### src/rtl/fpe_pkg.sv
// package of the flash program/erase interface: register map, keys, field
// positions, states, bus and port carriers, erase block table.
// assumes 8-bit registers, one per aligned 32-bit wishbone word.
package fpe_pkg;

    // register byte offsets
    localparam logic [7:0] FPE_OFS_CCS     = 8'h00; // code_control_status_reg
    localparam logic [7:0] FPE_OFS_KEY     = 8'h04; // flash_key_code_reg
    localparam logic [7:0] FPE_OFS_DEST    = 8'h08; // download_dest_addr_reg
    localparam logic [7:0] FPE_OFS_VBINIT  = 8'h0c; // vector base initialised
    localparam logic [7:0] FPE_OFS_DLRES   = 8'h10; // download result
    localparam logic [7:0] FPE_OFS_FREQ    = 8'h14; // cpu frequency, MHz
    localparam logic [7:0] FPE_OFS_ADDR0   = 8'h18; // target address [7:0]
    localparam logic [7:0] FPE_OFS_ADDR1   = 8'h1c; // target address [15:8]
    localparam logic [7:0] FPE_OFS_ADDR2   = 8'h20; // target address [18:16]
    localparam logic [7:0] FPE_OFS_DATA    = 8'h24; // program data port
    localparam logic [7:0] FPE_OFS_BLOCK   = 8'h28; // erase block number
    localparam logic [7:0] FPE_OFS_OPCTL   = 8'h2c; // operation start
    localparam logic [7:0] FPE_OFS_OPRES   = 8'h30; // operation result
    localparam logic [7:0] FPE_OFS_EMU     = 8'h34; // ram overlay emulation
    localparam logic [7:0] FPE_OFS_IRQ_ST  = 8'h38; // interrupt status, ro
    localparam logic [7:0] FPE_OFS_IRQ_EN  = 8'h3c; // interrupt enable
    localparam logic [7:0] FPE_OFS_IRQ_CLR = 8'h40; // interrupt clear, wo

    // field positions
    localparam int FPE_CCS_FIXED  = 7;   // reads as one
    localparam int FPE_CCS_ERR    = 4;   // flash_error_flag
    localparam int FPE_CCS_REQ    = 0;   // download request, reads busy
    localparam int FPE_OP_PROG    = 0;
    localparam int FPE_OP_ERASE   = 1;
    localparam int FPE_EMU_EN     = 3;
    localparam int FPE_IRQ_DL     = 0;   // download finished
    localparam int FPE_IRQ_OP     = 1;   // operation finished
    localparam int FPE_IRQ_ERR    = 2;   // error protection entered

    // keys and result codes
    localparam logic [7:0] FPE_KEY_DL   = 8'ha5;
    localparam logic [7:0] FPE_KEY_PE   = 8'h5a;
    localparam logic [7:0] FPE_RES_PASS = 8'h00;
    localparam logic [7:0] FPE_RES_FAIL = 8'h01;
    localparam logic [7:0] FPE_CCS_RST  = 8'h80;

    // sizes
    localparam int         FPE_UNIT_BYTES = 128;
    localparam int         FPE_ROM_BYTES  = 64;   // embedded routine length
    localparam logic [7:0] FPE_DEST_MAX   = 8'h3f;
    localparam logic [3:0] FPE_BLK_LAST   = 4'hf;
    localparam logic [6:0] FPE_UNIT_LOW   = 7'h00; // unit alignment bits
    localparam logic [11:0] FPE_PULSE_MUL = 12'h010; // program pulse cycles per MHz; erase pulses 16 times longer

    typedef enum logic [1:0] {
        FPE_IDLE   = 2'b00,
        FPE_DLOAD  = 2'b01,
        FPE_STREAM = 2'b11,
        FPE_PULSE  = 2'b10
    } fpe_state_t;

    typedef struct packed {
        logic        cyc;
        logic        stb;
        logic        we;
        logic [3:0]  sel;
        logic [7:0]  adr;
        logic [31:0] dat;
    } fpe_wb_req_t;

    typedef struct packed {
        logic        we;
        logic [15:0] addr;
        logic [7:0]  data;
    } fpe_ram_wr_t;

    typedef struct packed {
        logic        prog;     // program pulse
        logic        erase;    // erase pulse
        logic        we;       // data byte strobe
        logic [18:0] addr;
        logic [7:0]  wdata;
        logic [18:0] blk_base;
        logic [18:0] blk_last;
    } fpe_flash_cmd_t;

    // base of an erase block: 0-7 are 4K, 8 is 32K, 9-15 are 64K
    function automatic logic [18:0] fpe_blk_base(input logic [3:0] n);
        logic [18:0] b;
        b = 19'h00000;
        if (n < 4'h8) begin
            b = {3'h0, n, 12'h000};
        end else if (n == 4'h8) begin
            b = 19'h08000;
        end else begin
            b = {n - 4'h8, 15'h0000} << 1;
        end
        return b;
    endfunction

    function automatic logic [18:0] fpe_blk_last(input logic [3:0] n);
        logic [18:0] l;
        l = 19'h00000;
        if (n < 4'h8) begin
            l = fpe_blk_base(n) + 19'h00fff;
        end else if (n == 4'h8) begin
            l = 19'h0ffff;
        end else begin
            l = fpe_blk_base(n) + 19'h0ffff;
        end
        return l;
    endfunction

endpackage

### src/rtl/fpe_flash_if.sv
// flash program/erase interface: wishbone register slave, embedded routine
// download engine, program data buffer, program/erase sequencer, overlay.
// assumes a single 25 MHz clock, synchronous active-high reset, and a cpu
// that runs its procedure code from on-chip ram while the array is busy.
`timescale 1ns/100ps

module fpe_flash_if
    import fpe_pkg::*;
(
    // clock and reset
    input  wire logic           clk_i,
    input  wire logic           rst_i,
    // wishbone slave
    input  wire fpe_wb_req_t    wb_req_i,
    output logic                wb_ack_o,
    output logic [31:0]         wb_dat_o,
    // ram write port for the download
    output fpe_ram_wr_t         ram_wr_o,
    // flash core
    output fpe_flash_cmd_t      flash_cmd_o,
    input  wire logic           flash_fail_i,
    // system effects
    output logic                map_embedded_o,
    output logic                array_rd_block_o,
    output logic                cpu_irq_mask_o,
    output logic                emu_en_o,
    output logic [18:0]         emu_base_o,
    output logic                irq_o
);

    fpe_state_t  state_q;
    logic        ack_q;
    logic [31:0] rdat_q;
    logic [7:0]  key_q;
    logic [7:0]  dest_q;
    logic        vbinit_q;
    logic [7:0]  dlres_q;
    logic [7:0]  freq_q;
    logic [18:0] addr_q;
    logic [3:0]  blk_q;
    logic [7:0]  opres_q;
    logic [3:0]  emu_q;
    logic        err_q;
    logic [2:0]  ist_q;
    logic [2:0]  ien_q;
    logic [6:0]  didx_q;
    logic [6:0]  cnt_q;
    logic [19:0] pulse_q;
    logic        is_prog_q;
    logic [7:0]  buf_q [FPE_UNIT_BYTES];
    fpe_ram_wr_t ram_wr_q;
    fpe_flash_cmd_t cmd_q;

    logic        wr_en;
    logic        rd_en;
    logic        dl_start;
    logic        dl_done;
    logic        op_start_p;
    logic        op_start_e;
    logic        op_done;
    logic        op_err;
    logic [2:0]  ev;

    // a write lands at the edge where ack is seen; byte lane 0 only
    // byte access
    assign wr_en = wb_req_i.cyc & wb_req_i.stb & wb_req_i.we & ack_q & (wb_req_i.sel == 4'h1);
    assign rd_en = wb_req_i.cyc & wb_req_i.stb & ~wb_req_i.we & ~ack_q;

    // download request decoding
    // automatic download
    assign dl_start = wr_en & (wb_req_i.adr == FPE_OFS_CCS) & wb_req_i.dat[FPE_CCS_REQ]
                    & (key_q == FPE_KEY_DL) & vbinit_q & (state_q == FPE_IDLE);

    // operation start, refused while locked or without the program key
    // error lockout
    assign op_start_p = wr_en & (wb_req_i.adr == FPE_OFS_OPCTL) & wb_req_i.dat[FPE_OP_PROG]
                      & (key_q == FPE_KEY_PE) & ~err_q & (state_q == FPE_IDLE);
    assign op_start_e = wr_en & (wb_req_i.adr == FPE_OFS_OPCTL) & wb_req_i.dat[FPE_OP_ERASE]
                      & ~wb_req_i.dat[FPE_OP_PROG] & (key_q == FPE_KEY_PE) & ~err_q
                      & (state_q == FPE_IDLE);

    // a program start that breaks the unit alignment is an error
    // unit alignment
    assign op_err = (op_start_p & (addr_q[6:0] != FPE_UNIT_LOW))
                  | ((state_q == FPE_PULSE) & flash_fail_i);

    assign dl_done = (state_q == FPE_DLOAD)
                   & ((dest_q > FPE_DEST_MAX) | (didx_q == 7'(FPE_ROM_BYTES - 1)));
    assign op_done = (state_q == FPE_PULSE) & (pulse_q == 20'h00000);
    assign ev      = {op_err, op_done, dl_done};

    // wishbone answer one cycle after the request, dropped the next cycle
    always_ff @(posedge clk_i) begin
        if (rst_i) begin
            ack_q <= 1'b0;
        end else begin
            ack_q <= wb_req_i.cyc & wb_req_i.stb & ~ack_q;
        end
    end

    // read data captured with the request; unmapped offsets read zero
    always_ff @(posedge clk_i) begin
        if (rst_i) begin
            rdat_q <= 32'h00000000;
        end else if (rd_en) begin
            rdat_q <= 32'h00000000;
            unique case (wb_req_i.adr)
                FPE_OFS_CCS:    rdat_q[7:0] <= FPE_CCS_RST | ({7'h00, err_q} << FPE_CCS_ERR)
                                             | {7'h00, state_q == FPE_DLOAD};
                FPE_OFS_KEY:    rdat_q[7:0] <= key_q;
                FPE_OFS_DEST:   rdat_q[7:0] <= dest_q;
                FPE_OFS_VBINIT: rdat_q[7:0] <= {7'h00, vbinit_q};
                FPE_OFS_DLRES:  rdat_q[7:0] <= dlres_q;
                FPE_OFS_FREQ:   rdat_q[7:0] <= freq_q;
                FPE_OFS_ADDR0:  rdat_q[7:0] <= addr_q[7:0];
                FPE_OFS_ADDR1:  rdat_q[7:0] <= addr_q[15:8];
                FPE_OFS_ADDR2:  rdat_q[7:0] <= {5'h00, addr_q[18:16]};
                FPE_OFS_BLOCK:  rdat_q[7:0] <= {4'h0, blk_q};
                FPE_OFS_OPCTL:  rdat_q[7:0] <= {7'h00, state_q != FPE_IDLE};
                FPE_OFS_OPRES:  rdat_q[7:0] <= opres_q;
                FPE_OFS_EMU:    rdat_q[7:0] <= {4'h0, emu_q};
                FPE_OFS_IRQ_ST: rdat_q[7:0] <= {5'h00, ist_q};
                FPE_OFS_IRQ_EN: rdat_q[7:0] <= {5'h00, ien_q};
                default:        rdat_q      <= 32'h00000000;
            endcase
        end
    end

    // download setup registers
    // destination register
    always_ff @(posedge clk_i) begin
        if (rst_i) begin
            key_q    <= 8'h00;
            dest_q   <= 8'h00;
            vbinit_q <= 1'b0;
        end else if (wr_en) begin
            if (wb_req_i.adr == FPE_OFS_KEY) begin
                key_q <= wb_req_i.dat[7:0];
            end
            if (wb_req_i.adr == FPE_OFS_DEST && state_q != FPE_DLOAD) begin
                dest_q <= wb_req_i.dat[7:0];
            end
            if (wb_req_i.adr == FPE_OFS_VBINIT) begin
                vbinit_q <= wb_req_i.dat[0];
            end
        end
    end

    // operation parameters, frozen while an operation runs
    // parameters persist
    always_ff @(posedge clk_i) begin
        if (rst_i) begin
            freq_q <= 8'h00;
            addr_q <= 19'h00000;
            blk_q  <= 4'h0;
            emu_q  <= 4'h0;
        end else if (wr_en && state_q == FPE_IDLE) begin
            unique case (wb_req_i.adr)
                FPE_OFS_FREQ:  freq_q         <= wb_req_i.dat[7:0];
                FPE_OFS_ADDR0: addr_q[7:0]    <= wb_req_i.dat[7:0];
                FPE_OFS_ADDR1: addr_q[15:8]   <= wb_req_i.dat[7:0];
                FPE_OFS_ADDR2: addr_q[18:16]  <= wb_req_i.dat[2:0];
                FPE_OFS_BLOCK: blk_q          <= wb_req_i.dat[3:0];
                FPE_OFS_EMU:   emu_q          <= wb_req_i.dat[3:0];
                default:       freq_q         <= freq_q;
            endcase
        end
    end

    // overlay: 3-bit block select reaches only the 4K blocks
    // overlay range
    assign emu_en_o   = emu_q[FPE_EMU_EN];
    assign emu_base_o = fpe_blk_base({1'b0, emu_q[2:0]});

    // program data buffer, filled in order through the data port
    always_ff @(posedge clk_i) begin
        if (wr_en && wb_req_i.adr == FPE_OFS_DATA && state_q == FPE_IDLE) begin
            buf_q[cnt_q] <= wb_req_i.dat[7:0];
        end
    end

    // fill index for the buffer, rewound by an operation start
    always_ff @(posedge clk_i) begin
        if (rst_i) begin
            cnt_q <= 7'h00;
        end else if (op_start_p || op_start_e) begin
            cnt_q <= 7'h00;
        end else if (wr_en && wb_req_i.adr == FPE_OFS_DATA && state_q == FPE_IDLE) begin
            cnt_q <= cnt_q + 7'h01;
        end
    end

    // sequencer: download copy, data stream, pulse
    always_ff @(posedge clk_i) begin
        if (rst_i) begin
            state_q   <= FPE_IDLE;
            didx_q    <= 7'h00;
            pulse_q   <= 20'h00000;
            is_prog_q <= 1'b0;
        end else begin
            unique case (state_q)
                FPE_IDLE: begin
                    didx_q <= 7'h00;
                    if (dl_start) begin
                        state_q <= FPE_DLOAD;
                    end else if (op_start_p && !op_err) begin
                        is_prog_q <= 1'b1;
                        state_q   <= FPE_STREAM;
                    end else if (op_start_e && blk_q <= FPE_BLK_LAST) begin
                        is_prog_q <= 1'b0;
                        pulse_q   <= 20'({freq_q, 12'h000} >> 8) * 20'(FPE_PULSE_MUL) + 20'h00001;
                        state_q   <= FPE_PULSE;
                    end
                end
                FPE_DLOAD: begin
                    didx_q <= didx_q + 7'h01;
                    if (dl_done) begin
                        state_q <= FPE_IDLE;
                    end
                end
                FPE_STREAM: begin
                    didx_q <= didx_q + 7'h01;
                    if (didx_q == 7'(FPE_UNIT_BYTES - 1)) begin
                        pulse_q <= 20'(freq_q) * 20'(FPE_PULSE_MUL) + 20'h00001;
                        state_q <= FPE_PULSE;
                    end
                end
                FPE_PULSE: begin
                    pulse_q <= pulse_q - 20'h00001;
                    if (op_done || flash_fail_i) begin
                        state_q <= FPE_IDLE;
                    end
                end
            endcase
        end
    end

    // embedded routine copy into ram at the destination page
    // ram start address
    always_ff @(posedge clk_i) begin
        if (rst_i) begin
            ram_wr_q <= '0;
        end else begin
            ram_wr_q.we   <= (state_q == FPE_DLOAD) & (dest_q <= FPE_DEST_MAX);
            ram_wr_q.addr <= {dest_q, 8'h00} + {9'h000, didx_q};
            ram_wr_q.data <= {didx_q[5:0], 2'b01} ^ 8'h96;
        end
    end
    assign ram_wr_o = ram_wr_q;

    // download result, left for software to check
    // download result
    always_ff @(posedge clk_i) begin
        if (rst_i) begin
            dlres_q <= FPE_RES_PASS;
        end else if (dl_done) begin
            dlres_q <= (dest_q > FPE_DEST_MAX) ? FPE_RES_FAIL : FPE_RES_PASS;
        end
    end

    // operation result and sticky error protection
    // pass/fail result
    always_ff @(posedge clk_i) begin
        if (rst_i) begin
            opres_q <= FPE_RES_PASS;
            err_q   <= 1'b0;
        end else begin
            if (op_err || (op_start_e && blk_q > FPE_BLK_LAST)) begin
                opres_q <= FPE_RES_FAIL;
                err_q   <= 1'b1;
            end else if (op_done) begin
                opres_q <= FPE_RES_PASS;
            end
        end
    end

    // flash core command, one data byte per cycle then the pulse
    // block bounds
    always_ff @(posedge clk_i) begin
        if (rst_i) begin
            cmd_q <= '0;
        end else begin
            cmd_q.we       <= (state_q == FPE_STREAM);
            cmd_q.wdata    <= buf_q[didx_q];
            cmd_q.addr     <= {addr_q[18:7], didx_q};
            cmd_q.prog     <= (state_q == FPE_PULSE) & is_prog_q & ~op_done;
            cmd_q.erase    <= (state_q == FPE_PULSE) & ~is_prog_q & ~op_done;
            cmd_q.blk_base <= fpe_blk_base(blk_q);
            cmd_q.blk_last <= fpe_blk_last(blk_q);
        end
    end
    assign flash_cmd_o = cmd_q;

    // array mapping, read blocking and cpu interrupt masking
    // embedded map
    assign map_embedded_o   = (state_q == FPE_DLOAD);
    assign array_rd_block_o = (state_q == FPE_STREAM) | (state_q == FPE_PULSE);
    assign cpu_irq_mask_o   = (state_q == FPE_STREAM) | (state_q == FPE_PULSE);

    // sticky event status; a new event wins over a clear in the same cycle
    always_ff @(posedge clk_i) begin
        if (rst_i) begin
            ist_q <= 3'h0;
            ien_q <= 3'h0;
        end else begin
            if (wr_en && wb_req_i.adr == FPE_OFS_IRQ_CLR) begin
                ist_q <= (ist_q & ~wb_req_i.dat[2:0]) | ev;
            end else begin
                ist_q <= ist_q | ev;
            end
            if (wr_en && wb_req_i.adr == FPE_OFS_IRQ_EN) begin
                ien_q <= wb_req_i.dat[2:0];
            end
        end
    end

    assign irq_o    = |(ist_q & ien_q);
    assign wb_ack_o = ack_q;
    assign wb_dat_o = rdat_q;

endmodule

### config.mk
export PLATFORM = sky130hd
export DESIGN_NAME = fpe_flash_if
export DESIGN_NICKNAME = d
export VERILOG_FILES = /design/src/rtl/fpe_pkg.sv /design/src/rtl/fpe_flash_if.sv
export SDC_FILE = /design/constraint.sdc
export NUM_CORES = 2
export LEC_CHECK = 0
export BUFFER_PORTS_ARGS = -buffer_cell sky130_fd_sc_hd__clkbuf_2
export CAP_MARGIN = 5
export CORE_ASPECT_RATIO = 1.4
export CORE_MARGIN = 2
export CORE_UTILIZATION = 66
export CTS_BUF_LIST = sky130_fd_sc_hd__clkbuf_4 sky130_fd_sc_hd__clkbuf_8
export DETAILED_ROUTE_END_ITERATION = 10
export PLACE_DENSITY = 0.9
export SKIP_LAST_GASP = 1
export SYNTH_ARGS = -nofsm -noshare
export SYNTH_HDL_FRONTEND = slang
export SYNTH_SLANG_ARGS = --single-unit
export TNS_END_PERCENT = 1
### constraint.sdc
create_clock -name clk_i -period 4.83 [get_ports clk_i]
set_clock_uncertainty 0.15 [all_clocks]
set_input_delay 0.2415 -clock clk_i [delete_from_list [all_inputs] [get_ports clk_i]]
set_output_delay 0.2415 -clock clk_i [all_outputs]
set_load 0.01 [all_outputs]
==> results.yml <==
run_status:
  outcome: "complete, no violations"
cts:
  cts_buffers: 160
  cts_tree: "yes"
  root_buffer: "clkbuf_8"
  postCtsSetupBuffers: 0
  cts.clk_slew.worst_paths_ns: 0.08
  cts_num_sinks: 1186
  insertion_delay_ns: 0.84
  h-tree-depth: 4
  cts_max_path_buffers: 3
  cts_resized: 0
grt:
  track_usage_pct: 35.1
  use_met3_pct: 7.59
  grt_use_met2_pct: 58.1
  use_met1_pct: 41.4
  grt.busiest_layer: "met2"
  grt_pass1_wl_um: 185000
  grt_overflow: 0
  grt_pass1_vias: 27900
  antenna_found_initial: 7
  grt_max_degree: 93
pwr:
  swShare_pct: 21.0
  pwr-share-comb_pct: 1.5
  p_switching_uw: 4080
  powerDensity_mw_per_mm2: 374
  leakage_uw: 0.0165
  seq_power_share_pct: 57.1
  peakVddDrop_mv: 0.251
  p_int_uw: 15400
  power_frac_clock_pct: 41.4
  power_uw: 19500
setup_path:
  cp_num_buf_inv: 1
  cpMaxStageDelayCell: "nor2_1"
  r2r_slack_ns: 0.74
  crit_fanout: 10
  criticalPathCategory: "reg -> reg"
  r2r_cells: 6
  r2r-end: "buf_q[40][0]"
  required_ns: 5.10
  r2r_start: "state_q[1]"
  critPathLaunchType: "register"
  path_cells: "nor2_1, nand3_2, nor3_1, nand2_1, buf_4, nor2_1"
  slowest_delay_ns: 0.77
  crit_family: "simple AND/OR/NAND/NOR gates"
  critPathArrivalTime_ns: 4.36
  cp_common_cell: "nor2_1"
  endpoint_kind: "register"
sta:
  period_needed_ns: 4.09
  setup_violations: 0
  rsz0062_at_grt: "false"
  hold_viol_final: 0
  worst_pin_slew_ns: 1.41
  slew_headroom_pct: 4.90
  timing.fmax_mhz: 244
  maxSlewViolCount: 0
  timing.final.crit_share_pct: 84.7
  tns_ns: 0
synthesis:
  synth_edf_count: 1024
  synthFlopType: "edfxtp_1"
  avgSynthCellArea_um2: 17.8
  syn_inst: 2646
  async_reset_ff_share_pct: 0
  ys_ff_latch: 1186
  yosysWarnings: 0
  yosysSeqAreaShare_pct: 72.2
  ys_types: 71
  syn_area_mm2: 0.0471
worst_hold_path:
  min_path_cells: 1
  hold_end: "buf_q[98][5]"
  min_path_type: "in -> reg"
  worstHoldStart: "wb_req_i[5]"
finish:
  fin_area_mm2: 0.0521
  layout_commonest_cell: "edfxtp_1"
  fin_nets: 2905
  nFillCells: 3494
  drive_gt1_share_pct: 25.8
  layout_common_cells: "edfxtp_1 (1024), nor2_1 (261), mux4_2 (258), clkbuf_8 (173), dfxtp_1 (158)"
  synthToLayoutAreaGrowth_pct: 10.6
route:
  vias_per_cell: 7.09
  antenna_left: 0
  first_pass_iters: 7
  drc_errors: 0
  wl_um: 128000
  post_drt_wl_per_cell_um: 32.5
  drtIter0Drc: 4862
  num_vias: 27800
die:
  die_h_um: 320
  start_util_pct: 66.8
  rows: 115
  dieWidth_um: 230
  dieArea_mm2: 0.0736
  core_mm2: 0.0705
  ioPinCount: 200
flow_run:
  cap_viol_max_count: 0
placed_design:
  post_dp_cell_area_mm2: 0.0485
  dp_hpwl_um: 76100
  io_buffers: 122
  gp_congestion: 1.01
cell type report:
type / instances / area, um2 / area share (%)
Sequential cell: 1186 / 34000 / 65.3
Multi-Input combinational cell: 1269 / 12000 / 23.0
Clock buffer: 221 / 2740 / 5.26
Timing Repair Buffer: 222 / 1530 / 2.93
Tap cell: 936 / 1170 / 2.25
Clock inverter: 75 / 626 / 1.20
Inverter: 13 / 48.8 / 0.0937
Antenna cell: 3 / 7.51 / 0.0144
sequential cells by signal, summed over array words and instances, names as in the netlist, 7 cells and up:
register and flops:
buf_q 1024, flash_cmd_o 38, pulse_q 20, addr_q 19, ram_wr_o 17, dest_q 8, freq_q 8, key_q 8
wb_dat_o 8, cnt_q 7, didx_q 7
cells in the mapped netlist, types with 15 or more instances:
master       n  share of area, %
a21oi_1     62              0.66
a221oi_1    21              0.39
a22oi_1     45              0.72
a31oi_1     19              0.25
buf_1       15              0.12
buf_2       41              0.44
buf_4       92               1.5
clkbuf_1    78              0.62
dfxtp_1    162               6.9
edfxtp_1  1024                65
mux2_2      22              0.53
mux2i_1    129               2.7
mux4_2     258                12
nand2_1     96              0.77
nand3_1     23              0.24
nor2_1     261               2.1
nor2b_1     43              0.57
nor3_1      17              0.18
o211ai_1    17              0.27
o21ai_0     39              0.41
o22ai_1     19              0.25
logic make-up (layout without fill, tap and decap cells):
logic type               after synthesis  in the layout  synth area share (%)
flip-flops                          1186           1186                  72.2
AND/OR/NAND/NOR                      522            522                  5.21
multiplexers                         409            409                  15.6
AO/OA/AOI/OAI                        275            275                  3.96
buffers and inverters                243            531                  2.84
XOR/XNOR                               7              7                 0.130
adder cells (fa/ha/maj)                3              3                0.0797
other                                  1             56               0.00796
routing by layer:
| layer | share of wire [%] | up-vias |
|---|---|---|
| li1 | - | 10900 |
| met1 | 30 | 13500 |
| met2 | 50 | 2723 |
| met3 | 12 | 708 |
| met4 | 8.5 | 8 |
| met5 | 0.044 | - |
timing repair:
action                                 CTS  global route
hold buffers                            18             0
setup endpoints to repair                0             0
endpoints found under the hold margin  455             0
power groups by stage:
stage	sequential, uW	clock [uW]	combinational [uW]
3_3_place_gp	11300	0	251
4_1_cts	11100	8020	281
3_5_place_dp	11300	0	268
5_1_grt	11100	8390	305
6_report	11100	8060	293
2_1_floorplan	11300	0	107
worst max-delay path by stage:
stage	from	to	slack, ns	cells after the start
CTS	wb_ack_o	buf_q[40][0]	1.09	6
global route	didx_q[0]	flash_cmd_o[41]	0.86	6
global placement	wb_req_i[34]	buf_q[63][4]	1.09	6
detailed placement	wb_req_i[34]	buf_q[71][2]	1.01	6
floorplan	state_q[0]	buf_q[91][0]	2.18	7
finish	state_q[1]	buf_q[40][0]	0.74	6
worst register-to-register path, cell delays in order (launching register included):
cell	delay, ns
dfxtp_1	0.32
nor2_1	0.31
nand3_2	0.47
nor3_1	0.72
nand2_1	0.56
buf_4	0.42
nor2_1	0.78
per-stage QoR:
step	std cells	hold slack (ns)	setup slack (ns)	utilization (%)
after floorplan	2698	0.190	2.18	-
after global placement	3608	0.292	1.09	68.9
after detailed placement	3608	0.302	1.01	68.9
after CTS	3922	0.00572	1.09	73.9
after global routing	3923	0.0550	0.859	73.9
final	3925	0.0326	0.737	73.9
Note: power is estimated with default switching activity, not from simulation.
